$ cat config.mk
export PLATFORM = sky130hd
export DESIGN_NAME = mhrs_top
export DESIGN_NICKNAME = d
export VERILOG_FILES = /design/src/verilog/mhrs_pkg.sv /design/src/verilog/mhrs_sync_if.sv /design/src/verilog/mhrs_sync.sv /design/src/verilog/mhrs_top.sv
export VERILOG_INCLUDE_DIRS = /design/src /design/src/verilog
export SDC_FILE = /design/constraint.sdc
export NUM_CORES = 1
export LEC_CHECK = 0
export BUFFER_PORTS_ARGS = -buffer_cell sky130_fd_sc_hd__buf_2
export CORE_MARGIN = 1
export CORE_UTILIZATION = 35
export CTS_BUF_LIST = sky130_fd_sc_hd__clkbuf_4 sky130_fd_sc_hd__clkbuf_8 sky130_fd_sc_hd__clkbuf_16
export CTS_CLUSTER_DIAMETER = 30
export CTS_CLUSTER_SIZE = 10
export DETAILED_ROUTE_END_ITERATION = 10
export GPL_ROUTABILITY_DRIVEN = 0
export SETUP_SLACK_MARGIN = 0.3
export SLEW_MARGIN = 30
export SYNTH_ARGS = -nofsm -noshare
export SYNTH_HDL_FRONTEND = slang
export SYNTH_SLANG_ARGS = --single-unit
$ cat constraint.sdc
create_clock -name CLK_IN -period 6.45 [get_ports CLK_IN]
set_clock_uncertainty 0.1 [all_clocks]
set_input_delay 0.645 -clock CLK_IN [delete_from_list [all_inputs] [get_ports CLK_IN]]
set_output_delay 0.645 -clock CLK_IN [all_outputs]
set_load 0.01 [all_outputs]
$ cat src/verilog/mhrs_defines.svh
`ifndef MHRS_DEFINES_SVH
`define MHRS_DEFINES_SVH
// Clock rate in kHz (25 MHz)
`define MHRS_CLK_KHZ 25000
// Least low time of the restart line, in ms
`define MHRS_RST_HOLD_MS 1000
// Least time from power request to operational, in ms
`define MHRS_ACTIVATE_MS 50000
// Power-off phase length, in ms (plain default)
`define MHRS_OFF_PHASE_MS 40
// Cycle counts derived from the times above
`define MHRS_RST_HOLD_CYC (`MHRS_RST_HOLD_MS * `MHRS_CLK_KHZ)
`define MHRS_ACTIVATE_CYC (`MHRS_ACTIVATE_MS * `MHRS_CLK_KHZ)
`define MHRS_OFF_PHASE_CYC (`MHRS_OFF_PHASE_MS * `MHRS_CLK_KHZ)
// Width of the shared timer
`define MHRS_CNT_W 32
`endif

$ cat src/verilog/mhrs_pkg.sv
`default_nettype none
package mhrs_pkg;
  // Sequencer states, Gray coded along the usual path
  typedef enum logic [2:0] {
    MHRS_OFF = 3'h0,
    MHRS_BOOT = 3'h1,
    MHRS_ON = 3'h3,
    MHRS_FINAL = 3'h2,
    MHRS_DOWN = 3'h6
  } mhrs_state_e;
endpackage : mhrs_pkg
`default_nettype wire

$ cat src/verilog/mhrs_sync_if.sv
`timescale 1ns/1ps
`default_nettype none
// Synchronised pin levels handed from the input stage to the sequencer
interface mhrs_sync_if;
  logic restart_n; // Restart line, low active
  logic power_en; // Power-enable request
  logic fast_pin; // Fast-off trigger pin
  modport src (output restart_n, power_en, fast_pin);
  modport dst (input restart_n, power_en, fast_pin);
endinterface : mhrs_sync_if
`default_nettype wire

$ cat src/verilog/mhrs_sync.sv
`timescale 1ns/1ps
`default_nettype none
module mhrs_sync (
  input wire logic clk_in,
  input wire logic rst_in,
  input wire logic ce_in,
  input wire logic [2:0] pins_in,
  mhrs_sync_if.src sync
);
  // Two stages per pin; stage one feeds only stage two
  typedef struct packed {
    logic [2:0] meta;
    logic [2:0] stable;
  } mhrs_sync_s;
  mhrs_sync_s st_ff;
  mhrs_sync_s nxt_st;
  // Next state: shift the pins through
  always_comb begin
    nxt_st = st_ff;
    if (ce_in) begin
      nxt_st.meta = pins_in;
      nxt_st.stable = st_ff.meta;
    end
  end
  // Reset to idle levels: restart released, no power, trigger high
  always_ff @(posedge clk_in) begin
    if (rst_in) begin
      st_ff <= '{meta: 3'h5, stable: 3'h5};
    end else begin
      st_ff <= nxt_st;
    end
  end
  assign sync.restart_n = st_ff.stable[0];
  assign sync.power_en = st_ff.stable[1];
  assign sync.fast_pin = st_ff.stable[2];
endmodule : mhrs_sync
`default_nettype wire

$ cat src/verilog/mhrs_top.sv
// Function
// - Hard restart only from the restart line
// - Indicator falls when power-off phase ends
// - Indicator rises when power-on phase ends
// - Indicator idle until explicitly enabled
// - One pin shows boot and shutdown
// - Fast-off with supply and enable present re-powers
// - Falling trigger edge starts fast-off
// - Operational no sooner than fifty seconds
`timescale 1ns/1ps
`default_nettype none
`include "mhrs_defines.svh"
module mhrs_top import mhrs_pkg::*; #(
  parameter int unsigned RST_HOLD_CYC = `MHRS_RST_HOLD_CYC,
  parameter int unsigned ACTIVATE_CYC = `MHRS_ACTIVATE_CYC,
  parameter int unsigned OFF_PHASE_CYC = `MHRS_OFF_PHASE_CYC
) (
  input wire logic CLK_IN,
  input wire logic RST_IN,
  input wire logic CE_IN,
  input wire logic RESTART_N_IN,
  input wire logic POWER_EN_IN,
  input wire logic MAIN_SUPPLY_IN,
  input wire logic FAST_PIN_IN,
  input wire logic IND_ASSIGN_IN,
  input wire logic FAST_ASSIGN_IN,
  output logic IND_OUT,
  output logic IND_OE_OUT,
  output logic OPERATIONAL_OUT,
  output logic POWERED_OUT
);
  // Counts must be nonzero; refused while elaborating, not at run time
  if (RST_HOLD_CYC < 1 || ACTIVATE_CYC < 1 || OFF_PHASE_CYC < 1) begin : g_bad
    $error("mhrs_top: cycle counts must be at least one");
  end

  mhrs_sync_if sync_bus ();

  // Pin synchroniser; supply is held by the state below
  mhrs_sync u_sync (
    .clk_in(CLK_IN),
    .rst_in(RST_IN),
    .ce_in(CE_IN),
    .pins_in({FAST_PIN_IN, POWER_EN_IN, RESTART_N_IN}),
    .sync(sync_bus)
  );

  // Whole state of the sequencer
  typedef struct packed {
    mhrs_state_e state;
    logic [`MHRS_CNT_W-1:0] timer; // Phase timer
    logic [`MHRS_CNT_W-1:0] low_cnt; // Restart low time
    logic hold_met; // Restart held long enough
    logic hard; // Current shutdown is a hard restart
    logic ind_en; // Indicator assigned
    logic fast_en; // Fast-off trigger assigned
    logic fast_prev; // Last trigger level, for edges
    logic supply_m; // Supply synchroniser stage one
    logic supply_s; // Supply synchroniser stage two
    logic ind; // Indicator level
  } mhrs_s;
  mhrs_s st_ff;
  mhrs_s nxt_st;

  logic fast_fall;
  logic restart_rel;

  // Trigger falling edge, only once assigned
  assign fast_fall = st_ff.fast_en && st_ff.fast_prev && !sync_bus.fast_pin;
  // Release after a long enough low pulse
  assign restart_rel = st_ff.hold_met && sync_bus.restart_n;

  // Sequencer next-state logic
  always_comb begin
    nxt_st = st_ff;
    if (CE_IN) begin
      nxt_st.supply_m = MAIN_SUPPLY_IN;
      nxt_st.supply_s = st_ff.supply_m;
      nxt_st.fast_prev = sync_bus.fast_pin;
      // Assignment commands latch; nothing clears them but reset
      if (IND_ASSIGN_IN) begin
        nxt_st.ind_en = 1'b1;
      end
      if (FAST_ASSIGN_IN) begin
        nxt_st.fast_en = 1'b1;
      end
      // Measure the restart low time; saturate to avoid wrap
      if (!sync_bus.restart_n) begin
        if (st_ff.low_cnt < RST_HOLD_CYC[`MHRS_CNT_W-1:0]) begin
          nxt_st.low_cnt = st_ff.low_cnt + 1'b1;
        end else begin
          nxt_st.hold_met = 1'b1;
        end
      end else begin
        nxt_st.low_cnt = '0;
        nxt_st.hold_met = 1'b0;
      end
      if (st_ff.timer != '0) begin
        nxt_st.timer = st_ff.timer - 1'b1;
      end
      case (st_ff.state)
        MHRS_OFF: begin
          // Power on needs supply, enable, and restart released
          if (st_ff.supply_s && sync_bus.power_en && sync_bus.restart_n) begin
            nxt_st.state = MHRS_BOOT;
            nxt_st.timer = ACTIVATE_CYC[`MHRS_CNT_W-1:0] - 1'b1;
          end
        end
        MHRS_BOOT: begin
          if (restart_rel) begin
            nxt_st.state = MHRS_FINAL;
            nxt_st.hard = 1'b1;
            nxt_st.timer = OFF_PHASE_CYC[`MHRS_CNT_W-1:0] - 1'b1;
          end else if (!sync_bus.power_en) begin
            nxt_st.state = MHRS_OFF;
          end else if (st_ff.timer == '0) begin
            nxt_st.state = MHRS_ON;
            if (st_ff.ind_en) begin
              nxt_st.ind = 1'b1;
            end
          end
        end
        MHRS_ON: begin
          if (restart_rel || fast_fall || !sync_bus.power_en) begin
            nxt_st.state = MHRS_FINAL;
            nxt_st.hard = restart_rel;
            nxt_st.timer = OFF_PHASE_CYC[`MHRS_CNT_W-1:0] - 1'b1;
          end
        end
        MHRS_FINAL: begin
          // Finalisation done: shutdown shown by falling indicator
          if (st_ff.timer == '0) begin
            nxt_st.state = MHRS_DOWN;
            nxt_st.ind = 1'b0;
          end
        end
        MHRS_DOWN: begin
          // Back to OFF in every case; power returns there only with supply and enable
          if (st_ff.hard || (st_ff.supply_s && sync_bus.power_en)) begin
            nxt_st.state = MHRS_OFF;
            nxt_st.hard = 1'b0;
          end else if (!st_ff.supply_s || !sync_bus.power_en) begin
            nxt_st.state = MHRS_OFF;
          end
        end
        default: begin
          nxt_st.state = MHRS_OFF;
        end
      endcase
    end
  end

  // Register the whole state
  always_ff @(posedge CLK_IN) begin
    if (RST_IN) begin
      st_ff <= '{state: MHRS_OFF, timer: '0, low_cnt: '0, hold_met: 1'b0,
        hard: 1'b0, ind_en: 1'b0, fast_en: 1'b0, fast_prev: 1'b1,
        supply_m: 1'b0, supply_s: 1'b0, ind: 1'b0};
    end else begin
      st_ff <= nxt_st;
    end
  end

  // Indicator driven only once assigned; floats otherwise
  assign IND_OUT = st_ff.ind;
  assign IND_OE_OUT = st_ff.ind_en;
  assign OPERATIONAL_OUT = (st_ff.state == MHRS_ON);
  assign POWERED_OUT = (st_ff.state != MHRS_OFF) && (st_ff.state != MHRS_DOWN);
endmodule : mhrs_top
`default_nettype wire

Word-level counts from Yosys, hierarchy flattened
Index checks and enable logic that the tools add are counted.
- output and inout port bits: 4
- input bits: 9
- word-level logic and storage cells: 85
- register bits: 81
- order comparisons: 1
- eq/ne operators: 17
- mux-type cells: 25
- add/subtract/negate cells: 2
- reduce and logical (&&, ||, !) cells: 27
- operators by type and width (kind ; number):
    32-bit 2-to-1 mux ; 3
    32-bit one-hot mux with 3 select lines ; 1
    35-bit 2-to-1 mux ; 2
    33-bit 2-to-1 mux ; 1
    32-bit by 1-bit adder with 32-bit output, second input constant ; 1
    32-bit logical NOT ; 1
    32-bit by 25-bit less-than comparator with 1-bit output, second input constant ; 1
    32-bit nonzero test ; 1
    32-bit by 1-bit subtractor with 32-bit output, second input constant ; 1
    3-bit 2-to-1 mux ; 6
    3-bit one-hot mux with 5 select lines ; 1
    2-bit inequality test, second input constant ; 7
    1-bit 2-to-1 mux ; 9
    2-bit AND reduction ; 4
    7-bit AND reduction ; 1
    3-bit by 2-bit equality test with 1-bit output, second input constant ; 2
    1-bit logical AND ; 6
    2-bit by 1-bit inequality test with 1-bit output, second input constant ; 3
    3-bit inequality test, second input constant ; 2
    6-bit AND reduction ; 1
    3-bit nonzero test ; 2
    5-bit AND reduction ; 1
    1-bit logical OR ; 4
    4-bit inequality test, second input constant ; 1
    other kinds (7) ; 10

Depth between registers and ports, before layout
Gate-level depths: netlist (run 1).
- word-level depth: 6
- gate-level depth with buffers: 8
- gate-level depth less buffers: 8

Cells and area by module
From an unflattened synthesis (run 1), not the netlist that was laid out.
- cell total of the unflattened synthesis: 479
- area, all modules: 3992.6 um^2
- modules (own cells, without submodules) (module ; cells each ; times used ; seq. area each (um^2) ; area an instance (um^2)):
    mhrs_top ; 460 ; 1 ; 1481.4 ; 3763.6
    mhrs_sync ; 19 ; 1 ; 120.1 ; 229.0

Worst setup path before layout (run 1)
OpenSTA, ideal clock, no wires.
- path type: flip-flop to flip-flop
- from: register st_ff[40] (netlist bit)
- to: register st_ff[53] (netlist bit)
- slack: 4.069 ns
- data arrival time: 2.211 ns
- stages on the path, launching flop included: 9
- library setup time: 0.070 ns
- cells stage by stage: dfxtp_1 -> inv_1 -> ha_1 -> or3b_1 -> or4_4 -> nor3_4 -> nor4_1 -> a311o_1 -> a21oi_1
- longest elaborated chain between the ends: 4
- elaborated cells on any way between the ends: 7
- RTL lines (item ; line ; text):
    start: declaration ; mhrs_top.sv:62 ; mhrs_s st_ff;
    start signal: assignment ; mhrs_top.sv:156 ; st_ff <= '{state: MHRS_OFF, timer: '0, low_cnt: '0, hold_met: 1'b0,
    start signal: assignment ; mhrs_top.sv:160 ; st_ff <= nxt_st;
    32-bit by 1-bit subtractor with 32-bit output / 32-bit nonzero test (equally long branches) ; mhrs_top.sv:99, mhrs_top.sv:98 ;
    32-bit 2-to-1 mux * ; mhrs_top.sv:98 ; if (st_ff.timer != '0) begin
    35-bit 2-to-1 mux (tied with other cells) ; mhrs_top.sv:124 ; if (restart_rel || fast_fall || !sync_bus.power_en) begin
    32-bit one-hot mux with 3 select lines * ; mhrs_top.sv:101 ; case (st_ff.state)
Mark *: on every way between the ends. The rest lies on a longest branch, timed or not. The select of a mux whose other input is x is not followed.
A chain may end at the register's enable or synchronous reset.

==> run summary, run 1 <==
Status -> finished, final reports clean
Slowest stage cell, crit path -> a31oi_1
Setup bufs post-CTS -> 0
Crit path cell chain -> buf_2 -> buf_4 -> clkinv_1 -> a31oi_1 -> nand3_1 -> or3_1 -> a21oi_1
PwrDens -> 479.5 mW/mm2
Max incr delay on CP -> 0.73 ns
Highest-count cells in the layout ignoring fill and taps -> 80 x dfxtp_1, 62 x nor2_1, 36 x a21oi_1
Largest net degree at the start of global routing -> 45
Rows -> 38
GRT Total Usage -> 0.1669
Vias in the first global route -> 3,290
Critical path arrival -> 3.19 ns
Top cell type by total area after synthesis -> dfxtp_1
Switching Share -> 0.4139
IO Count -> 13
Final Non-Filler Cells -> 629
Max Cap Viol -> 0
Design Area, Final -> 0.004438 mm2
Core area -> 0.01098 mm2
DRC -> 0
Seq cells post-synth -> 80
CP delay by family, top -> buffers and inverters
Synth top area share -> 0.4015
Initial core utilization -> 0.3632
Period utilisation layout -> 0.4696
Nets -> 495
Final setup fails -> 0
WP data required -> 6.61 ns
Switching pwr -> 0.8809 mW
IO Port Bufs -> 12
Leakage power -> 1.591 nW
Synth area leaders -> dfxtp_1 40%, nor2_1 5.8%, xor2_1 5.5%
Hold_buf cts -> 0
Post-detailed-placement half-perimeter wirelength -> 5.953 mm
Htree depth -> 3
Clock Path Buffers -> 2
Relative slew slack -> 0.4905
Die height -> 108.8 um
Avg Cell Area, Syn -> 8.276 um2
Drt wl/cell -> 14.20 um
Clock tree root driver cell -> clkbuf_16
RSZ-0062 raised after global routing -> no
Post-Route WL -> 8.934 mm
Clock share of power -> 0.222
CTS tree -> done
Count of cell types in the netlist -> 58
CP startpoint kind -> input port
Iter 0 DRT Violations -> 244
CTS clk-pin slew, worst paths -> 0.06 ns
Commonest non-fill, non-tap cell in the layout -> dfxtp_1
Worst setup EP type -> register
Slew @ Worst Pin -> 0.7624 ns
Post-synthesis cell count -> 482
YS warnings -> 0
FFs w/ async S/R, synth -> 0
Skew-Pair Late Insertion Delay -> 0.33 ns
Fin. max-slew vios -> 0
Post-Syn Area -> 0.003989 mm2
Crit path time final -> 3.029 ns
Combinational share of power -> 0.453
Post-route ant nets -> 0
Pre-antenna DRT Iters -> 5
Synth Flop Type -> dfxtp_1
Cell internal pwr -> 1.247 mW
Fill cells -> 1,102
Vias after detailed routing -> 3,474
Die Area -> 0.01183 mm2
Sequential share of the synthesized area -> 0.4015
Buffers and inverters on the worst path -> 3
Die W -> 108.8 um
Overall power -> 2.128 mW
Crit Path Category -> in2reg
DR vias/cell -> 5.523
Initial antenna violation count -> 0
CTS Sinks -> 80
N_diodes -> 0
Fin. Hold Viols -> 0
Hold Crit Class -> reg2reg
Setup Total Neg Slack -> 0 ns
F_max -> 330.2 MHz
First-pass GRT wire length -> 15.63 mm
Placed cell count -> 613
Grt ovf -> 0
PostCTS Resize Cnt -> 0
TritonCTS buffer count -> 9
Syn nets -> 493
EDFF count, synth -> 0
Critical path peak fanout -> 44
Dpl cell area -> 0.004159 mm2
Layout cell share with drive strength beyond 1 -> 0.09407
Sequential share of power -> 0.325
Layout overhead on the synthesized area -> 11.26%
Peak supply drop -> 0.0004034 V
==> state kept, by name, indices dropped and copies added (netlist names) <==
signal / flops
u_sync.sync.fast_pin: 1
st_ff: 72
u_sync.sync.restart_n: 1
IND_OE_OUT: 1
IND_OUT: 1
u_sync.sync.power_en: 1
u_sync.st_ff: 3
==> synthesized netlist by cell type (all sizes together), types with 9 or more instances <==
| master | n |
|---|---|
| a21oi | 36 |
| and2 | 11 |
| clkbuf | 22 |
| dfxtp | 80 |
| mux2i | 9 |
| nand2 | 27 |
| nand3 | 24 |
| nand4 | 9 |
| nor2 | 63 |
| nor3 | 20 |
| nor4 | 10 |
| o21ai | 29 |
| or3 | 16 |
| or4 | 10 |
| xnor2 | 9 |
| xor2 | 25 |
==> worst reg2reg max path, stage by stage, from the launching register on <==
cell      delay, ns
dfxtp_1        0.34
inv_1          0.06
ha_1           0.16
or3b_1         0.47
nor4_4         0.52
o211ai_2       0.28
or3_1          0.38
xor2_1         0.14
a21oi_1        0.08
==> stage by stage <==
stage	setup slack [ns]	hold WS (ns)	utilization
final	3.421	0.3592	0.4041
after global routing	3.140	0.3731	0.4041
after CTS	3.429	0.3629	0.4041
after detailed placement	3.071	0.3447	0.3787
after global placement	3.163	0.3449	0.3787
after floorplan	4.069	0.3302	-
==> metal layers <==
layer / routed length (um) / GRT usage / part of all wire
met1: 4403 / 0.2193 / 0.49
met5: 0 / 0 / 0
met4: 77 / 0.04923 / 0.0086
met3: 375 / 0.05140 / 0.042
met2: 4077 / 0.2618 / 0.46
==> cell type report <==
class	instances	area [um2]	share of cell area
Multi-Input combinational cell	370	2266	0.5106
Sequential cell	80	1602	0.3609
Clock buffer	13	261.5	0.05892
Tap cell	140	175.2	0.03947
Timing Repair Buffer	16	90.09	0.02030
Inverter	7	26.28	0.005920
Clock inverter	3	17.52	0.003947
==> worst paths after layout <==
check	startpoint	end	slack [ns]	cells past startpoint
worst min-delay path	st_ff[37]$_SDFFE_PP0P_	st_ff[37]$_SDFFE_PP0P_	0.36	1
worst max-delay path	CE_IN	st_ff[68]$_SDFFE_PP0P_	3.42	7
worst max register to register	st_ff[40]$_SDFFE_PP0P_	st_ff[56]$_SDFFE_PP0P_	3.79	8
worst min register to register	st_ff[37]$_SDFFE_PP0P_	st_ff[37]$_SDFFE_PP0P_	0.36	1
==> power groups by stage <==
stage / Sequential, mW / Combinational [mW] / Clock, mW
finish: 0.691 / 0.965 / 0.473
CTS: 0.687 / 0.964 / 0.488
detailed placement: 0.698 / 0.960 / 0
global placement: 0.691 / 0.948 / 0
floorplan: 0.668 / 0.840 / 0
global route: 0.705 / 1.09 / 0.511
==> kinds of logic (layout without fill, tap and decap cells) <==
group / count (synthesis) / count (layout) / synth area share
xor+xnor: 34 / 34 / 0.07466
flops: 80 / 80 / 0.4015
buf+inv: 32 / 39 / 0.03200
mux: 9 / 9 / 0.02259
compound gates: 103 / 103 / 0.1609
fa+ha+maj: 2 / 2 / 0.006273
simple gates: 222 / 222 / 0.3021
Note: power is estimated with default switching activity, not from simulation.
==> run 2, diff against run 1 <==
- clock period: 6.45 -> 3 ns (I/O delays scaled with it)
==> run 2 against run 1 <==
Against the previous run: clock power grew 140%; die area unchanged; non-clock buffer count up 8; sequential power is 120% higher; largest power group unchanged.
==> run summary, run 2 (synthesis gave the netlist of run 1 again) <==
Switching pwr -> 1.952 mW
CTS tree -> done
Iter 0 DRT Violations -> 204
CTS Sinks -> 80
Die Area -> 0.01183 mm2
Largest reg by FF count -> st_ff
Cell internal pwr -> 2.844 mW
Core area -> 0.01098 mm2
Pre-antenna DRT Iters -> 4
Rows -> 38
Leakage power -> 1.647 nW
Worst setup EP type -> register
Vias after detailed routing -> 3,486
IO Port Bufs -> 12
Peak supply drop -> 0.0006539 V
N_diodes -> 0
Switching Share -> 0.4071
Layout overhead on the synthesized area -> 13.68%
Fin. Hold Viols -> 0
Htree depth -> 3
First-pass GRT wire length -> 15.64 mm
DRC -> 0
Fill cells -> 1,107
Post-detailed-placement half-perimeter wirelength -> 6.272 mm
Layout cell share with drive strength beyond 1 -> 0.1147
IO Count -> 13
Clock Path Buffers -> 2
PwrDens -> 1058 mW/mm2
Commonest non-fill, non-tap cell in the layout -> dfxtp_1
DR vias/cell -> 5.473
Slowest stage cell, crit path -> or4_4
Slew @ Worst Pin -> 0.7337 ns
Grt ovf -> 0
Hold Crit Class -> in2reg
Fin. max-slew vios -> 0
Largest register FFs -> 72
Post-route ant nets -> 0
Skew-Pair Late Insertion Delay -> 0.34 ns
Final setup fails -> 0
Overall power -> 4.796 mW
Combinational share of power -> 0.454
Status -> finished, final reports clean
Buffers and inverters on the worst path -> 0
Initial core utilization -> 0.3632
Vias in the first global route -> 3,224
Crit path time final -> 2.580 ns
TritonCTS buffer count -> 9
Critical path peak fanout -> 7
Crit Path Category -> reg2reg
Max Cap Viol -> 0
Setup Total Neg Slack -> 0 ns
Final Util -> 0.4129
Highest-count cells in the layout ignoring fill and taps -> 79 x dfxtp_1, 62 x nor2_1, 36 x a21oi_1
Biggest regs -> st_ff: 72 flops, u_sync.st_ff: 3 flops
GRT Total Usage -> 0.1677
Die W -> 108.8 um
Largest net degree at the start of global routing -> 30
Register Area -> 0.001603 mm2
Relative slew slack -> 0.5109
Hold_buf cts -> 0
RSZ-0062 raised after global routing -> no
WP data required -> 3.10 ns
Crit path cell chain -> or4_4 -> or4_4 -> o31ai_4 -> or3_1 -> xor2_1 -> a21oi_1
Critical path arrival -> 2.68 ns
Top cell by count, worst path -> or4_4
F_max -> 387.6 MHz
Max incr delay on CP -> 0.60 ns
Footprint of the multi-input gates -> 0.002272 mm2
Nets -> 503
Clock tree root driver cell -> clkbuf_16
Clock share of power -> 0.235
CP startpoint kind -> register
Sequential share of power -> 0.311
CTS clk-pin slew, worst paths -> 0.06 ns
Initial antenna violation count -> 0
Drt wl/cell -> 14.47 um
Die height -> 108.8 um
CP delay by family, top -> simple AND/OR/NAND/NOR gates
Period utilisation layout -> 0.8601
Hold_ws -> 0.07913 ns
Post-Route WL -> 9.220 mm
-- run 2: final cells by class --
cell class | instances | area share
clock inverter | 3 | 0.008830
inverter | 7 | 0.005795
sequential | 80 | 0.3535
multi-input combinational | 370 | 0.5011
tap | 140 | 0.03863
timing repair buffer | 24 | 0.03311
clock buffer | 13 | 0.05905
-- run 2: worst register-to-register path: cells and delay by family (launching register included) --
family | cells | cell delay [ns]
AOI/OAI and AO/OA | 2 | 0.43
xor gates and xnor gates | 1 | 0.18
DFF | 1 | 0.37
and+or+nand+nor | 3 | 1.36
-- run 2: repair_timing --
action | CTS | global route
endpoints found under the setup margin | 0 | 17
resized for setup | 0 | 3
setup buffers | 0 | 3
-- run 2: per-stage QoR --
step / area (um2) / instances / setup slack, ns
6_report: 4534 / 637 / 0.4197
5_1_grt: 4534 / 637 / 0.3075
4_1_cts: 4504 / 634 / 0.3398
3_5_place_dp: 4197 / 618 / 0.3617
3_3_place_gp: 4197 / 618 / 0.4939
2_1_floorplan: 3989 / 482 / 0.6193
-- run 2: path summary, 6_finish.rpt --
path / cells after the start / from / slack [ns] / to
setup / recovery: 6 / st_ff[51]$_SDFFE_PP0P_ / 0.42 / st_ff[45]$_SDFFE_PP0P_
hold / removal: 3 / RESTART_N_IN / 0.08 / u_sync.st_ff[3]$_SDFFE_PP1P_
setup reg to reg: 6 / st_ff[51]$_SDFFE_PP0P_ / 0.42 / st_ff[45]$_SDFFE_PP0P_
hold reg to reg: 1 / st_ff[35]$_SDFFE_PP0P_ / 0.36 / st_ff[35]$_SDFFE_PP0P_
-- run 2: power groups by stage --
stage	Combinational, mW	Clock, mW	Sequential, mW
3_5_place_dp	2.08	0	1.50
2_1_floorplan	1.81	0	1.44
4_1_cts	2.09	1.16	1.48
3_3_place_gp	2.03	0	1.49
6_report	2.18	1.13	1.49
5_1_grt	2.40	1.21	1.53
-- run 2: per-layer routing --
metal,track usage,part of all wire,up-vias
met2,0.2740,0.46,63
li1,-,-,1765
met3,0.03766,0.040,10
met5,0,0,-
met1,0.2158,0.48,1648
met4,0.06081,0.015,0
==> run 3, diff against run 2 <==
- clock period: 3 -> 2.67 ns (I/O delays scaled with it)
==> run 3 against run 2 <==
Against the previous run: cell count grew 2.4%; clock power grew 20%; sequential share of layout area shrank 1.8 points; hold slack lost 0.028 ns; core utilization grew 2.5 points; register-to-register slack lost 0.19 ns; final area grew 6.0%; first-iteration DRC count grew 35%.
==> run summary, run 3 (synthesis gave the netlist of run 1 again) <==
Status -> finished, final reports clean
Crit path cell chain -> or4_4 -> buf_6 -> nor4_4 -> o211ai_4 -> or3_1 -> xor2_1 -> a21oi_1
CP startpoint kind -> register
PwrDens -> 1304 mW/mm2
Max incr delay on CP -> 0.53 ns
Die height -> 108.8 um
Fill cells -> 1,069
Grt ovf -> 0
Rows -> 38
Met3 Use GR -> 0.03766
Vias after detailed routing -> 3,621
Crit Path Category -> reg2reg
Peak supply drop -> 0.001150 V
Relative slew slack -> 0.5450
HP Start -> RESTART_N_IN
Leakage power -> 1.733 nW
IO Count -> 13
DRC -> 0
Fin. Hold Viols -> 0
Highest-count cells in the layout ignoring fill and taps -> 73 x dfxtp_1, 61 x nor2_1, 35 x a21oi_1
CP delay by family, top -> simple AND/OR/NAND/NOR gates
Die W -> 108.8 um
Setup Total Neg Slack -> 0 ns
Slowest stage cell, crit path -> or4_4
Critical path peak fanout -> 6
Post-route ant nets -> 0
Skew-Pair Late Insertion Delay -> 0.33 ns
Initial core utilization -> 0.3632
Largest net degree at the start of global routing -> 24
Commonest non-fill, non-tap cell in the layout -> dfxtp_1
Vias in the first global route -> 3,388
Pre-antenna DRT Iters -> 5
Crit path time final -> 2.444 ns
Critical Path Stages -> 7
Iter 0 DRT Violations -> 276
Slew @ Worst Pin -> 0.6826 ns
CTS tree -> done
Critical path arrival -> 2.61 ns
Clock Path Buffers -> 2
GR Util met2 -> 0.2776
Nets -> 518
F_max -> 409.2 MHz
Htree depth -> 3
GR peak layer -> met2
Clock tree root driver cell -> clkbuf_16
Largest register FFs -> 72
IO Port Bufs -> 12
Reg2Reg Depth -> 7
First-pass GRT wire length -> 15.94 mm
Layout cell share with drive strength beyond 1 -> 0.1816
Design Area, Final -> 0.004807 mm2
Fin. max-slew vios -> 0
Max Cap Viol -> 0
DR vias/cell -> 5.554
Buffers and inverters on the worst path -> 1
Hold depth -> 3
Period utilisation layout -> 0.9153
Biggest regs -> st_ff: 72 flops, u_sync.st_ff: 3 flops
Die Area -> 0.01183 mm2
Worst r2r src -> st_ff[50]$_SDFFE_PP0P_
Drt wl/cell -> 14.52 um
Layout overhead on the synthesized area -> 20.51%
Initial antenna violation count -> 0
Worst setup EP type -> register
Final setup fails -> 0
Register Area -> 0.001613 mm2
CTS Sinks -> 80
N_diodes -> 0
RSZ-0062 raised after global routing -> yes
Grt met1 use -> 0.2131
Core area -> 0.01098 mm2
Post-Route WL -> 9.470 mm
WP data required -> 2.84 ns
Hold Crit Class -> in2reg
Largest reg by FF count -> st_ff
Footprint of the multi-input gates -> 0.002379 mm2
Dpl cell area -> 0.004237 mm2
TritonCTS buffer count -> 9
Post-detailed-placement half-perimeter wirelength -> 6.237 mm
CTS clk-pin slew, worst paths -> 0.06 ns
FF-to-FF setup slack -> 0.23 ns
GRT Total Usage -> 0.1695
Critical Path Source -> st_ff[50]$_SDFFE_PP0P_
## run 3: cell types whose count changed in the layout (fill, tap and decap cells not counted), moves of 3 or more
cell     delta
dfxtp_2     +5
dfxtp_1     -6
o21ai_1     +4
nand3_1     -5
nand3_2     +4
buf_6       +4
o21ai_0     -3
buf_4      +11
## run 3: per-layer routing
layer / part of all wire / vias to the layer above
met2: 0.49 / 86
met4: 0.024 / 0
li1: - / 1796
met5: 0 / -
met3: 0.039 / 20
met1: 0.45 / 1719
## run 3: through the flow
step	cells	power, mW	setup WS [ns]	utilization	hold slack (ns)
5_1_grt	652	6.652	0.1502	0.4377	0.04975
3_5_place_dp	623	4.068	0.1123	0.3857	0.3468
4_1_cts	643	5.753	0.2749	0.4245	0.03936
6_report	652	6.271	0.2261	0.4377	0.05096
3_3_place_gp	623	4.027	0.2225	0.3857	0.3423
2_1_floorplan	482	3.655	0.3214	-	0.2954
## run 3: tightest hold or removal path: stages
cell and delay (ns):
buf_2 0.08, mux2i_1 0.05, nand2_1 0.06
## run 3: final timing paths
| check | endpoint |
|---|---|
| min reg2reg | st_ff[35]$_SDFFE_PP0P_ |
| min | u_sync.st_ff[3]$_SDFFE_PP1P_ |
| max reg2reg | st_ff[56]$_SDFFE_PP0P_ |
| max | st_ff[56]$_SDFFE_PP0P_ |
## run 3: area by class of cell
| class | count | share of cell area |
|---|---|---|
| multi-input combinational | 370 | 0.4948 |
| sequential | 80 | 0.3355 |
| timing repair buffer | 39 | 0.05778 |
| clock buffer | 12 | 0.05414 |
| tap | 140 | 0.03644 |
| clock inverter | 4 | 0.01588 |
| inverter | 7 | 0.005466 |
## run 3: power breakdown
| part | leakage, nW | total [mW] | switching, mW | internal [mW] |
|---|---|---|---|---|
| registers | 0.652 | 1.68 | 0.246 | 1.44 |
| logic | 0.918 | 3.23 | 1.83 | 1.40 |
| clock network | 0.162 | 1.36 | 0.476 | 0.882 |
## run 3: timing repair
item                                   in CTS  in global routing
setup endpoints to repair                  22                 28
hold buffers                                0                  0
setup buffers                               4                  9
pin swaps                                  10                 17
gates resized for setup                    14                 21
endpoints found under the hold margin       0                  0
